**src/pinmux_pkg.sv**
```systemverilog
// package: register map, field layout and function codes for the pin mux
package pinmux_pkg;
  // register word indices (printed offsets are not multiples of four: byte address is index * 4)
  localparam logic [11:0] THRESHOLD_SEL_A_IDX = 12'h1F5;
  localparam logic [11:0] THRESHOLD_SEL_B_IDX = 12'h1F6;
  localparam logic [11:0] THRESHOLD_SEL_C_IDX = 12'h1F7;
  localparam logic [11:0] PORT_DIR_IDX = 12'h100;
  localparam logic [11:0] SEG_EN_IDX = 12'h101;
  localparam logic [11:0] PULLUP_IDX = 12'h102;
  localparam logic [11:0] ANALOG_SEL_IDX = 12'h103;
  localparam logic [11:0] KEY_IRQ_IDX = 12'h104;
  localparam logic [11:0] STATUS_IDX = 12'h105;
  localparam int ADDR_W = 14;
  localparam logic [7:0] THRESHOLD_RESET = 8'h00;
  localparam logic [31:0] WORD_RESET = 32'h00000000;
  localparam logic [7:0] ANALOG_SEL_RESET = 8'h00;
  // analog select field layout
  localparam int CHAN_LSB = 0;
  localparam int GROUP_LSB = 3;
  localparam logic [1:0] GROUP_P0_LOW = 2'h0;
  localparam logic [1:0] GROUP_HIGH = 2'h1;
  localparam logic [2:0] CHAN_UPPER_BASE = 3'h4;
  localparam logic [2:0] CHAN_LOWER_BASE = 3'h0;
  // threshold codes
  localparam logic [1:0] THR_HALF = 2'h0;
  localparam logic [1:0] THR_LOW = 2'h1;
  localparam logic [1:0] THR_HIGH = 2'h2;
  localparam logic [1:0] THR_BAD = 2'h3;
  // per-pin function codes
  typedef enum logic [2:0] {
    FN_INPUT,
    FN_OUTPUT,
    FN_SEGMENT,
    FN_ANALOG,
    FN_KEY,
    FN_IRQ
  } pin_fn_type;
endpackage

```
**src/pinmux_apb_slave.sv**
```systemverilog
// apb slave: two-phase access, answers in the access cycle, flags unmapped addresses
`timescale 1ns/1ps
module pinmux_apb_slave (
  // clock and reset
  input wire logic clk,
  input wire logic reset,
  input wire logic ce,
  // apb
  input wire logic psel,
  input wire logic penable,
  input wire logic pwrite,
  input wire logic [13:0] paddr,
  output logic pready,
  output logic pslverr_hit,
  // decoded access
  output logic wr_stb,
  output logic [11:0] reg_idx,
  input wire logic idx_mapped
);
  assign reg_idx = paddr[13:2];
  assign pready = 1'b1;
  assign pslverr_hit = psel && penable && !idx_mapped;
  // write strobe only in the access phase, so one write per transfer
  always_comb begin
    wr_stb = ce && psel && penable && pwrite && idx_mapped && !reset;
  end
endmodule // pinmux_apb_slave

```
**src/pin_function_decode.sv**
```systemverilog
// per-pin function decode for ports 0 to 3
`timescale 1ns/1ps
module pin_function_decode (
  // controls for one pin
  input wire logic dir,
  input wire logic seg_en,
  input wire logic analog_hit,
  input wire logic periph_hit,
  input wire pinmux_pkg::pin_fn_type periph_fn,
  // decoded function
  output pinmux_pkg::pin_fn_type fn,
  output logic drive_en
);
  // segment beats everything, then an output direction, then an analog select, then a claimed peripheral input, then input
  always_comb begin
    if (seg_en) begin
      fn = pinmux_pkg::FN_SEGMENT;
    end else if (!dir && analog_hit) begin
      fn = pinmux_pkg::FN_ANALOG;
    end else if (!dir && periph_hit) begin
      fn = periph_fn;
    end else if (dir) begin
      fn = pinmux_pkg::FN_OUTPUT;
    end else begin
      fn = pinmux_pkg::FN_INPUT;
    end
    drive_en = (fn == pinmux_pkg::FN_OUTPUT);
  end
endmodule // pin_function_decode

```
**src/port_function_select_and_threshold.sv**
```systemverilog
// top: pin function select for ports 0 to 3 and input threshold registers
`timescale 1ns/1ps
module port_function_select_and_threshold (
  // clock, reset, enable
  input wire logic CLK,
  input wire logic RESET,
  input wire logic CE,
  // apb slave
  input wire logic PSEL,
  input wire logic PENABLE,
  input wire logic PWRITE,
  input wire logic [13:0] PADDR,
  input wire logic [31:0] PWDATA,
  output logic [31:0] PRDATA,
  output logic PREADY,
  output logic PSLVERR,
  // pin side, ports 0..3 as 32 pins
  output logic [31:0] PIN_OE,
  output logic [31:0] PIN_SEG_SEL,
  output logic [31:0] PIN_PULLUP,
  output logic [31:0] PIN_ANALOG_SEL,
  output logic [7:0] KEY_INPUT_EN,
  output logic [7:0] IRQ_INPUT_EN,
  // threshold selects to the pad ring
  output logic [7:0] THRESHOLD_SEL_A,
  output logic [7:0] THRESHOLD_SEL_B,
  output logic [7:0] THRESHOLD_SEL_C
);

  // ----------------------------------------
  // registers
  // ----------------------------------------
  logic [7:0] thr_a_r;
  logic [7:0] thr_b_r;
  logic [7:0] thr_c_r;
  logic [31:0] dir_r;
  logic [31:0] seg_r;
  logic [31:0] pullup_r;
  logic [7:0] analog_sel_r;
  logic [31:0] key_irq_r;
  logic wr_stb;
  logic [11:0] reg_idx;
  logic idx_mapped;
  logic pready_c;
  logic slverr_c;
  logic [31:0] rd_nxt;
  logic [31:0] oe_nxt;
  logic [31:0] seg_nxt;
  logic [31:0] pu_nxt;
  logic [31:0] an_nxt;
  logic [7:0] key_nxt;
  logic [7:0] irq_nxt;
  pinmux_pkg::pin_fn_type fn [32];

  function automatic logic is_mapped(input logic [11:0] idx);
    is_mapped = (idx == pinmux_pkg::THRESHOLD_SEL_A_IDX) ||
                (idx == pinmux_pkg::THRESHOLD_SEL_B_IDX) ||
                (idx == pinmux_pkg::THRESHOLD_SEL_C_IDX) ||
                (idx == pinmux_pkg::PORT_DIR_IDX) ||
                (idx == pinmux_pkg::SEG_EN_IDX) ||
                (idx == pinmux_pkg::PULLUP_IDX) ||
                (idx == pinmux_pkg::ANALOG_SEL_IDX) ||
                (idx == pinmux_pkg::KEY_IRQ_IDX) ||
                (idx == pinmux_pkg::STATUS_IDX);
  endfunction

  // writing code 11 keeps the old field: a forbidden level never reaches the pads
  function automatic logic [7:0] thr_merge(input logic [7:0] old, input logic [7:0] nw);
    logic [7:0] r;
    r = old;
    for (int k = 0; k < 4; k++) begin
      if (nw[2*k +: 2] != pinmux_pkg::THR_BAD) begin
        r[2*k +: 2] = nw[2*k +: 2];
      end
    end
    thr_merge = r;
  endfunction

  assign idx_mapped = is_mapped(reg_idx);

  pinmux_apb_slave u_apb (
    .clk(CLK),
    .reset(RESET),
    .ce(CE),
    .psel(PSEL),
    .penable(PENABLE),
    .pwrite(PWRITE),
    .paddr(PADDR),
    .pready(pready_c),
    .pslverr_hit(slverr_c),
    .wr_stb(wr_stb),
    .reg_idx(reg_idx),
    .idx_mapped(idx_mapped)
  );

  // ----------------------------------------
  // threshold registers
  // ----------------------------------------
  always_ff @(posedge CLK) begin
    if (RESET) begin
      thr_a_r <= pinmux_pkg::THRESHOLD_RESET;
      thr_b_r <= pinmux_pkg::THRESHOLD_RESET;
      thr_c_r <= pinmux_pkg::THRESHOLD_RESET;
    end else if (wr_stb) begin
      if (reg_idx == pinmux_pkg::THRESHOLD_SEL_A_IDX) begin
        thr_a_r <= thr_merge(thr_a_r, PWDATA[7:0]);
      end
      if (reg_idx == pinmux_pkg::THRESHOLD_SEL_B_IDX) begin
        thr_b_r <= thr_merge(thr_b_r, PWDATA[7:0]);
      end
      if (reg_idx == pinmux_pkg::THRESHOLD_SEL_C_IDX) begin
        thr_c_r <= thr_merge(thr_c_r, PWDATA[7:0]);
      end
    end
  end

  // ----------------------------------------
  // pin control registers
  // ----------------------------------------
  always_ff @(posedge CLK) begin
    if (RESET) begin
      dir_r <= pinmux_pkg::WORD_RESET;
      seg_r <= pinmux_pkg::WORD_RESET;
      pullup_r <= pinmux_pkg::WORD_RESET;
      analog_sel_r <= pinmux_pkg::ANALOG_SEL_RESET;
      key_irq_r <= pinmux_pkg::WORD_RESET;
    end else if (wr_stb) begin
      if (reg_idx == pinmux_pkg::PORT_DIR_IDX) begin
        dir_r <= PWDATA;
      end
      if (reg_idx == pinmux_pkg::SEG_EN_IDX) begin
        seg_r <= PWDATA;
      end
      if (reg_idx == pinmux_pkg::PULLUP_IDX) begin
        pullup_r <= PWDATA;
      end
      if (reg_idx == pinmux_pkg::ANALOG_SEL_IDX) begin
        analog_sel_r <= PWDATA[7:0];
      end
      if (reg_idx == pinmux_pkg::KEY_IRQ_IDX) begin
        key_irq_r <= PWDATA;
      end
    end
  end

  // ----------------------------------------
  // function decode
  // ----------------------------------------
  // key_irq_r: [7:0] key alt select, [15:8] key enable, [23:16] irq alt, [31:24] irq enable
  // enable low/high halves are one byte each in this map
  logic [2:0] chan;
  logic [1:0] grp;
  assign chan = analog_sel_r[pinmux_pkg::CHAN_LSB +: 3];
  assign grp = analog_sel_r[pinmux_pkg::GROUP_LSB +: 2];

  genvar g;
  generate
    for (g = 0; g < 32; g++) begin : g_pin
      logic an_hit;
      logic per_hit;
      pinmux_pkg::pin_fn_type per_fn;
      logic drv;
      if (g < 4) begin : g_p0lo
        assign an_hit = (grp == pinmux_pkg::GROUP_P0_LOW) &&
                        (chan == pinmux_pkg::CHAN_UPPER_BASE + 3'(g));
      end else if (g < 8) begin : g_p0hi
        assign an_hit = (grp == pinmux_pkg::GROUP_HIGH) &&
                        (chan == pinmux_pkg::CHAN_LOWER_BASE + 3'(g - 4));
      end else if (g < 12) begin : g_p1lo
        assign an_hit = (grp == pinmux_pkg::GROUP_HIGH) &&
                        (chan == pinmux_pkg::CHAN_UPPER_BASE + 3'(g - 8));
      end else begin : g_noan
        assign an_hit = 1'b0;
      end
      if (g >= 16 && g < 24) begin : g_key
        assign per_hit = !key_irq_r[g - 16] && key_irq_r[g - 8];
        assign per_fn = pinmux_pkg::FN_KEY;
      end else if (g >= 24) begin : g_irq
        assign per_hit = !key_irq_r[g - 8] && key_irq_r[g];
        assign per_fn = pinmux_pkg::FN_IRQ;
      end else begin : g_noper
        assign per_hit = 1'b0;
        assign per_fn = pinmux_pkg::FN_INPUT;
      end
      pin_function_decode u_dec (
        .dir(dir_r[g]),
        .seg_en(seg_r[g]),
        .analog_hit(an_hit),
        .periph_hit(per_hit),
        .periph_fn(per_fn),
        .fn(fn[g]),
        .drive_en(drv)
      );
      always_comb begin
        oe_nxt[g] = drv;
        seg_nxt[g] = (fn[g] == pinmux_pkg::FN_SEGMENT);
        an_nxt[g] = (fn[g] == pinmux_pkg::FN_ANALOG);
        pu_nxt[g] = pullup_r[g] && !dir_r[g] && !seg_r[g];
      end
    end
  endgenerate

  always_comb begin
    for (int k = 0; k < 8; k++) begin
      key_nxt[k] = (fn[16 + k] == pinmux_pkg::FN_KEY);
      irq_nxt[k] = (fn[24 + k] == pinmux_pkg::FN_IRQ);
    end
  end

  // ----------------------------------------
  // read mux
  // ----------------------------------------
  always_comb begin
    rd_nxt = 32'h00000000;
    case (reg_idx)
      pinmux_pkg::THRESHOLD_SEL_A_IDX: rd_nxt = {24'h000000, thr_a_r};
      pinmux_pkg::THRESHOLD_SEL_B_IDX: rd_nxt = {24'h000000, thr_b_r};
      pinmux_pkg::THRESHOLD_SEL_C_IDX: rd_nxt = {24'h000000, thr_c_r};
      pinmux_pkg::PORT_DIR_IDX: rd_nxt = dir_r;
      pinmux_pkg::SEG_EN_IDX: rd_nxt = seg_r;
      pinmux_pkg::PULLUP_IDX: rd_nxt = pullup_r;
      pinmux_pkg::ANALOG_SEL_IDX: rd_nxt = {24'h000000, analog_sel_r};
      pinmux_pkg::KEY_IRQ_IDX: rd_nxt = key_irq_r;
      pinmux_pkg::STATUS_IDX: rd_nxt = {8'h00, irq_nxt, key_nxt, 8'h00};
      default: rd_nxt = 32'h00000000;
    endcase
  end

  // ----------------------------------------
  // registered outputs
  // ----------------------------------------
  // read data registered in setup, valid through the access cycle
  always_ff @(posedge CLK) begin
    if (RESET) begin
      PRDATA <= 32'h00000000;
      PREADY <= 1'b0;
      PSLVERR <= 1'b0;
    end else if (CE) begin
      PRDATA <= rd_nxt;
      PREADY <= PSEL && !PENABLE && pready_c;
      PSLVERR <= PSEL && !PENABLE && !idx_mapped;
    end
  end

  always_ff @(posedge CLK) begin
    if (RESET) begin
      PIN_OE <= 32'h00000000;
      PIN_SEG_SEL <= 32'h00000000;
      PIN_PULLUP <= 32'h00000000;
      PIN_ANALOG_SEL <= 32'h00000000;
      KEY_INPUT_EN <= 8'h00;
      IRQ_INPUT_EN <= 8'h00;
      THRESHOLD_SEL_A <= pinmux_pkg::THRESHOLD_RESET;
      THRESHOLD_SEL_B <= pinmux_pkg::THRESHOLD_RESET;
      THRESHOLD_SEL_C <= pinmux_pkg::THRESHOLD_RESET;
    end else if (CE) begin
      PIN_OE <= oe_nxt;
      PIN_SEG_SEL <= seg_nxt;
      PIN_PULLUP <= pu_nxt;
      PIN_ANALOG_SEL <= an_nxt;
      KEY_INPUT_EN <= key_nxt;
      IRQ_INPUT_EN <= irq_nxt;
      THRESHOLD_SEL_A <= thr_a_r;
      THRESHOLD_SEL_B <= thr_b_r;
      THRESHOLD_SEL_C <= thr_c_r;
    end
  end

  // ----------------------------------------
  // checks
  // ----------------------------------------
  property p_seg_wins;
    @(posedge CLK) disable iff (RESET)
    (CE && seg_r[0]) |=> (PIN_SEG_SEL[0] && !PIN_OE[0] && !PIN_ANALOG_SEL[0]);
  endproperty
  a_seg_wins: assert property (p_seg_wins) else $error("segment not taking pin");

  property p_dir_out;
    @(posedge CLK) disable iff (RESET)
    (CE && dir_r[20] && !seg_r[20]) |=> (PIN_OE[20] && !KEY_INPUT_EN[4]);
  endproperty
  a_dir_out: assert property (p_dir_out) else $error("output pin not driven");

  property p_pullup;
    @(posedge CLK) disable iff (RESET)
    (CE && dir_r[3]) |=> !PIN_PULLUP[3];
  endproperty
  a_pullup: assert property (p_pullup) else $error("pull-up on output pin");

  property p_an4;
    @(posedge CLK) disable iff (RESET)
    (CE && !dir_r[0] && !seg_r[0] && analog_sel_r == 8'h04) |=> PIN_ANALOG_SEL[0];
  endproperty
  a_an4: assert property (p_an4) else $error("analog 4 not selected");

  property p_an8;
    @(posedge CLK) disable iff (RESET)
    (CE && !dir_r[4] && !seg_r[4] && analog_sel_r == 8'h08) |=> PIN_ANALOG_SEL[4];
  endproperty
  a_an8: assert property (p_an8) else $error("analog 8 not selected");

  property p_an12;
    @(posedge CLK) disable iff (RESET)
    (CE && !dir_r[8] && !seg_r[8] && analog_sel_r == 8'h0C) |=> PIN_ANALOG_SEL[8];
  endproperty
  a_an12: assert property (p_an12) else $error("analog 12 not selected");

  property p_thr_legal;
    @(posedge CLK) disable iff (RESET)
    1'b1 |-> (thr_a_r[1:0] != pinmux_pkg::THR_BAD);
  endproperty
  a_thr_legal: assert property (p_thr_legal) else $error("forbidden threshold");

  property p_thr_a_wr;
    @(posedge CLK) disable iff (RESET)
    (wr_stb && reg_idx == pinmux_pkg::THRESHOLD_SEL_A_IDX && PWDATA[7:0] == 8'h99)
      |=> ##1 (THRESHOLD_SEL_A == 8'h99 || !$past(CE));
  endproperty
  a_thr_a_wr: assert property (p_thr_a_wr) else $error("threshold write lost");

  property p_thr_reset;
    @(posedge CLK) $fell(RESET) |-> (thr_b_r == 8'h00 && thr_c_r == 8'h00);
  endproperty
  a_thr_reset: assert property (p_thr_reset) else $error("threshold reset wrong");

  // a frozen clock enable must not let any pin control move
  property p_ce_hold;
    @(posedge CLK) disable iff (RESET)
    !CE |=> ($stable(PIN_OE) && $stable(PIN_SEG_SEL) && $stable(THRESHOLD_SEL_A));
  endproperty
  a_ce_hold: assert property (p_ce_hold) else $error("outputs moved with ce low");

  property p_slverr;
    @(posedge CLK) disable iff (RESET)
    (CE && $past(CE) && slverr_c) |-> PSLVERR;
  endproperty
  a_slverr: assert property (p_slverr) else $error("unmapped access not flagged");

endmodule // port_function_select_and_threshold

```
**config.mk**
```make
export PLATFORM = sky130hd
export DESIGN_NAME = port_function_select_and_threshold
export DESIGN_NICKNAME = d
export VERILOG_FILES = /design/src/pinmux_pkg.sv /design/src/pinmux_apb_slave.sv /design/src/pin_function_decode.sv /design/src/port_function_select_and_threshold.sv
export SDC_FILE = /design/constraint.sdc
export NUM_CORES = 1
export LEC_CHECK = 0
export ABC_AREA = 1
export BUFFER_PORTS_ARGS = -buffer_cell sky130_fd_sc_hd__buf_2
export CORE_UTILIZATION = 50
export CTS_CLUSTER_SIZE = 28
export DETAILED_ROUTE_END_ITERATION = 8
export PLACE_DENSITY = 0.82
export SLEW_MARGIN = 20
export SYNTH_ARGS = -nofsm -noshare
export SYNTH_HDL_FRONTEND = slang
export SYNTH_SLANG_ARGS = --single-unit
```
**constraint.sdc**
```tcl
create_clock -name CLK -period 2.79 [get_ports CLK]
set_clock_uncertainty 0.05 [all_clocks]
set_input_delay 0.1395 -clock CLK [delete_from_list [all_inputs] [get_ports CLK]]
set_output_delay 0.1395 -clock CLK [all_outputs]
set_load 0.005 [all_outputs]
```
==> impl_metrics.ini <==
[run_status]
status = finished clean

[clock_tree]
clock_path_buffers = 3
deepest_level_of_the_cts_h_tree = 2
path_clk_slew_ns = 0.06
cts_buffers = 38
insertion_delay_ns = 0.53
tritoncts = done
clockRootBuffer = clkbuf_16
cts.repair_timing.setup_buffer_count = 0
total_clock_sinks = 362

[timing]
worst_pin_slew_ns = 0.898
setup_viol_count_final = 0
finalWorstPathRequiredPeriod_ns = 2.11
max_freq_mhz = 474
holdWs_ns = 0.0230
worst_slack_ns = 0.681
setup_total_negative_slack_ns = 0
endpoints_failing_hold = 0
layout_worst_path_cycle_share = 0.756
number_of_max_slew_violations_in_the_final_report = 0
worst_slew_margin_rel = 0.396
rsz0062_at_grt = no

[setup_path]
critical_path.endpoint_type = flip-flop
timing.critical_path.cells = dlygate4sd3_1, buf_2, inv_8, nand3_1, nor2_4, buf_12, nand3_1, nand2_1, inv_1, nor2_1
crit_path_frequent_cell = nand3_1
cpMaxStageDelayCell = dlygate4sd3_1
reg2reg_depth = 5
critical_path.max_fanout = 78
path_class = input port to flip-flop
cp-start-kind = input port
r2r_setup_slack_ns = 1.01
worstPathRequired_ns = 3.19
largest_stage_delay_on_the_critical_path_ns = 0.54
critPathArrivalTime_ns = 2.51

[synth]
flops_latches_synth = 362
synth.top_cells.by_area = dfxtp_1, nand2_1, inv_1
syn-num-nets = 2277
yosys.cell_types.count = 32
synth_cells = 2225
avgSynthCellArea_um2 = 7.02
yosys_warnings = 0
sequential_share_of_the_synthesized_area = 0.464
synth_top_cell_by_area = dfxtp_1
post_synth_instance_area_um2 = 15600
netlist.area_leader.share = 0.464

[cells_and_area]
nets = 2490
drive_gt1_frac = 0.154
final_design_area_no_fill_um2 = 18700
area.growth.synth_to_final_pct = 19.7
fillers = 2698
layout.core_utilization = 0.609
instances_no_fill = 2862

[grt]
global_route.usage.met2 = 0.475
number_of_global_route_vias_before_repair = 14800
grt.busiest_layer = met2
grt_antenna_before_repair = 2
grt.met1_usage = 0.410
grt.met3_usage = 0.0553
grt_remaining_overflow = 0
grt_first_pass_wirelength_um = 77500
grtUsageTotal = 0.307
grt_max_degree = 142

[floorplan]
fp.dieArea_um2 = 31900
initial_core_util = 0.509
placementRows = 64
die_x_um = 179
core_um2 = 30700
fp.dieH_um = 179
boundaryPins = 254

[detailed_routing]
vias = 15900
firstDrtPassIters = 6
drtAntennaViolNets = 0
drt_iter0_drc = 2039
vias_per_cell = 5.55
avgRoutedWirePerCell_um = 17.6
post-route-drc-count = 0
final_routed_wirelength_um = 50300

[placement]
preCtsSetupSlack_ns = 0.287
numPortBuffers = 251
placed_area_um2 = 17100
placed_cells_incl_taps = 2768
routability_congestion = 0.912
detailedPlacementHpwl_um = 32600

[worst_hold_path]
hold_path.class = input port to flip-flop
number_of_instances_on_the_worst_hold_path = 3

[power_and_ir_drop]
power.total_mw = 11.1
vdd_drop_max_mv = 0.449
pwr_density_cell_nw_per_um2 = 594
power_leakage_nw = 8.78

[flow_run]
drv_cap = 0
worst paths after layout:
path	start	endpoint
max	RESET	analog_sel_r[6]
min	PENABLE	PREADY
max reg2reg	key_irq_r[17]	PRDATA[17]
min reg2reg	PIN_ANALOG_SEL[24]	PIN_ANALOG_SEL[24]
where the power goes:
group          leakage [nW]  total, mW  internal [mW]  switching [mW]
combinational          5.21      0.561          0.174           0.387
sequential             2.93       5.25           5.22          0.0256
clock                 0.637       5.29           3.19            2.10
total                  8.78       11.1           8.58            2.51
metal layers:
metal | wire length, µm | up-vias | part of all wire
met5 | 0 | - | 0
met4 | 2100 | 0 | 0.042
met3 | 5050 | 151 | 0.10
met2 | 22600 | 931 | 0.45
met1 | 20600 | 7266 | 0.41
li1 | - | 7522 | -
cell usage after synthesis (all sizes together):
library cell,count
nor4b,1
nor2,322
nand4,140
o21ai,144
nor3,8
dfxtp,362
o22ai,24
clkinv,2
buf,62
a21oi,81
o31ai,16
a32o,36
nand3,57
or3,1
inv,340
nand2,535
a32oi,19
clkbuf,72
o211ai,1
nor4,2
layout by cell type (no fill, tap or decap), types with 41 or more instances in the layout:
cell	n
inv_1	320
o21ai_0	120
clkbuf_16	41
nor2_1	311
buf_2	250
nand3_1	51
dfxtp_1	362
nand2_1	532
a21oi_1	81
nand4_1	140
cells by family (layout without fill, tap and decap cells):
kind of cell / Yosys count / count (layout) / share of synthesized area
and+or+nand+nor: 1066 / 1066 / 0.289
buffers and inverters: 476 / 715 / 0.123
DFF: 362 / 362 / 0.464
AOI/OAI and AO/OA: 321 / 321 / 0.124
other: 0 / 2 / 0
area by class of cell:
type | instances | area (µm²) | share of cell area
multi-input combinational | 1387 | 6480 | 0.347
antenna | 2 | 5.00 | 0.000268
clock inverter | 9 | 125 | 0.00670
sequential | 362 | 7250 | 0.388
clock buffer | 57 | 1180 | 0.0629
inverter | 342 | 1290 | 0.0692
tap | 396 | 495 | 0.0265
timing repair buffer | 307 | 1870 | 0.100
worst max-delay path: cells and delay by family:
kind,cells,cell delay [ns]
buffers and inverters,5,1.32
and+or+nand+nor,5,1.02
sequential cells by signal, summed over array words and instances (netlist names), 8 cells and up:
name             flops
PIN_ANALOG_SEL      32
PIN_PULLUP          32
PIN_OE              32
pullup_r            32
analog_sel_r         8
THRESHOLD_SEL_A      8
key_irq_r           32
KEY_INPUT_EN         8
thr_b_r              8
THRESHOLD_SEL_B      8
PIN_SEG_SEL         32
dir_r               32
thr_c_r              8
IRQ_INPUT_EN         8
PRDATA              32
thr_a_r              8
THRESHOLD_SEL_C      8
seg_r               32
timing repair:
item,in CTS,in global routing
hold buffers,26,0
resized for setup,0,0
hold endpoints to repair,94,0
No activity file was read; power rests on OpenSTA's default activity.
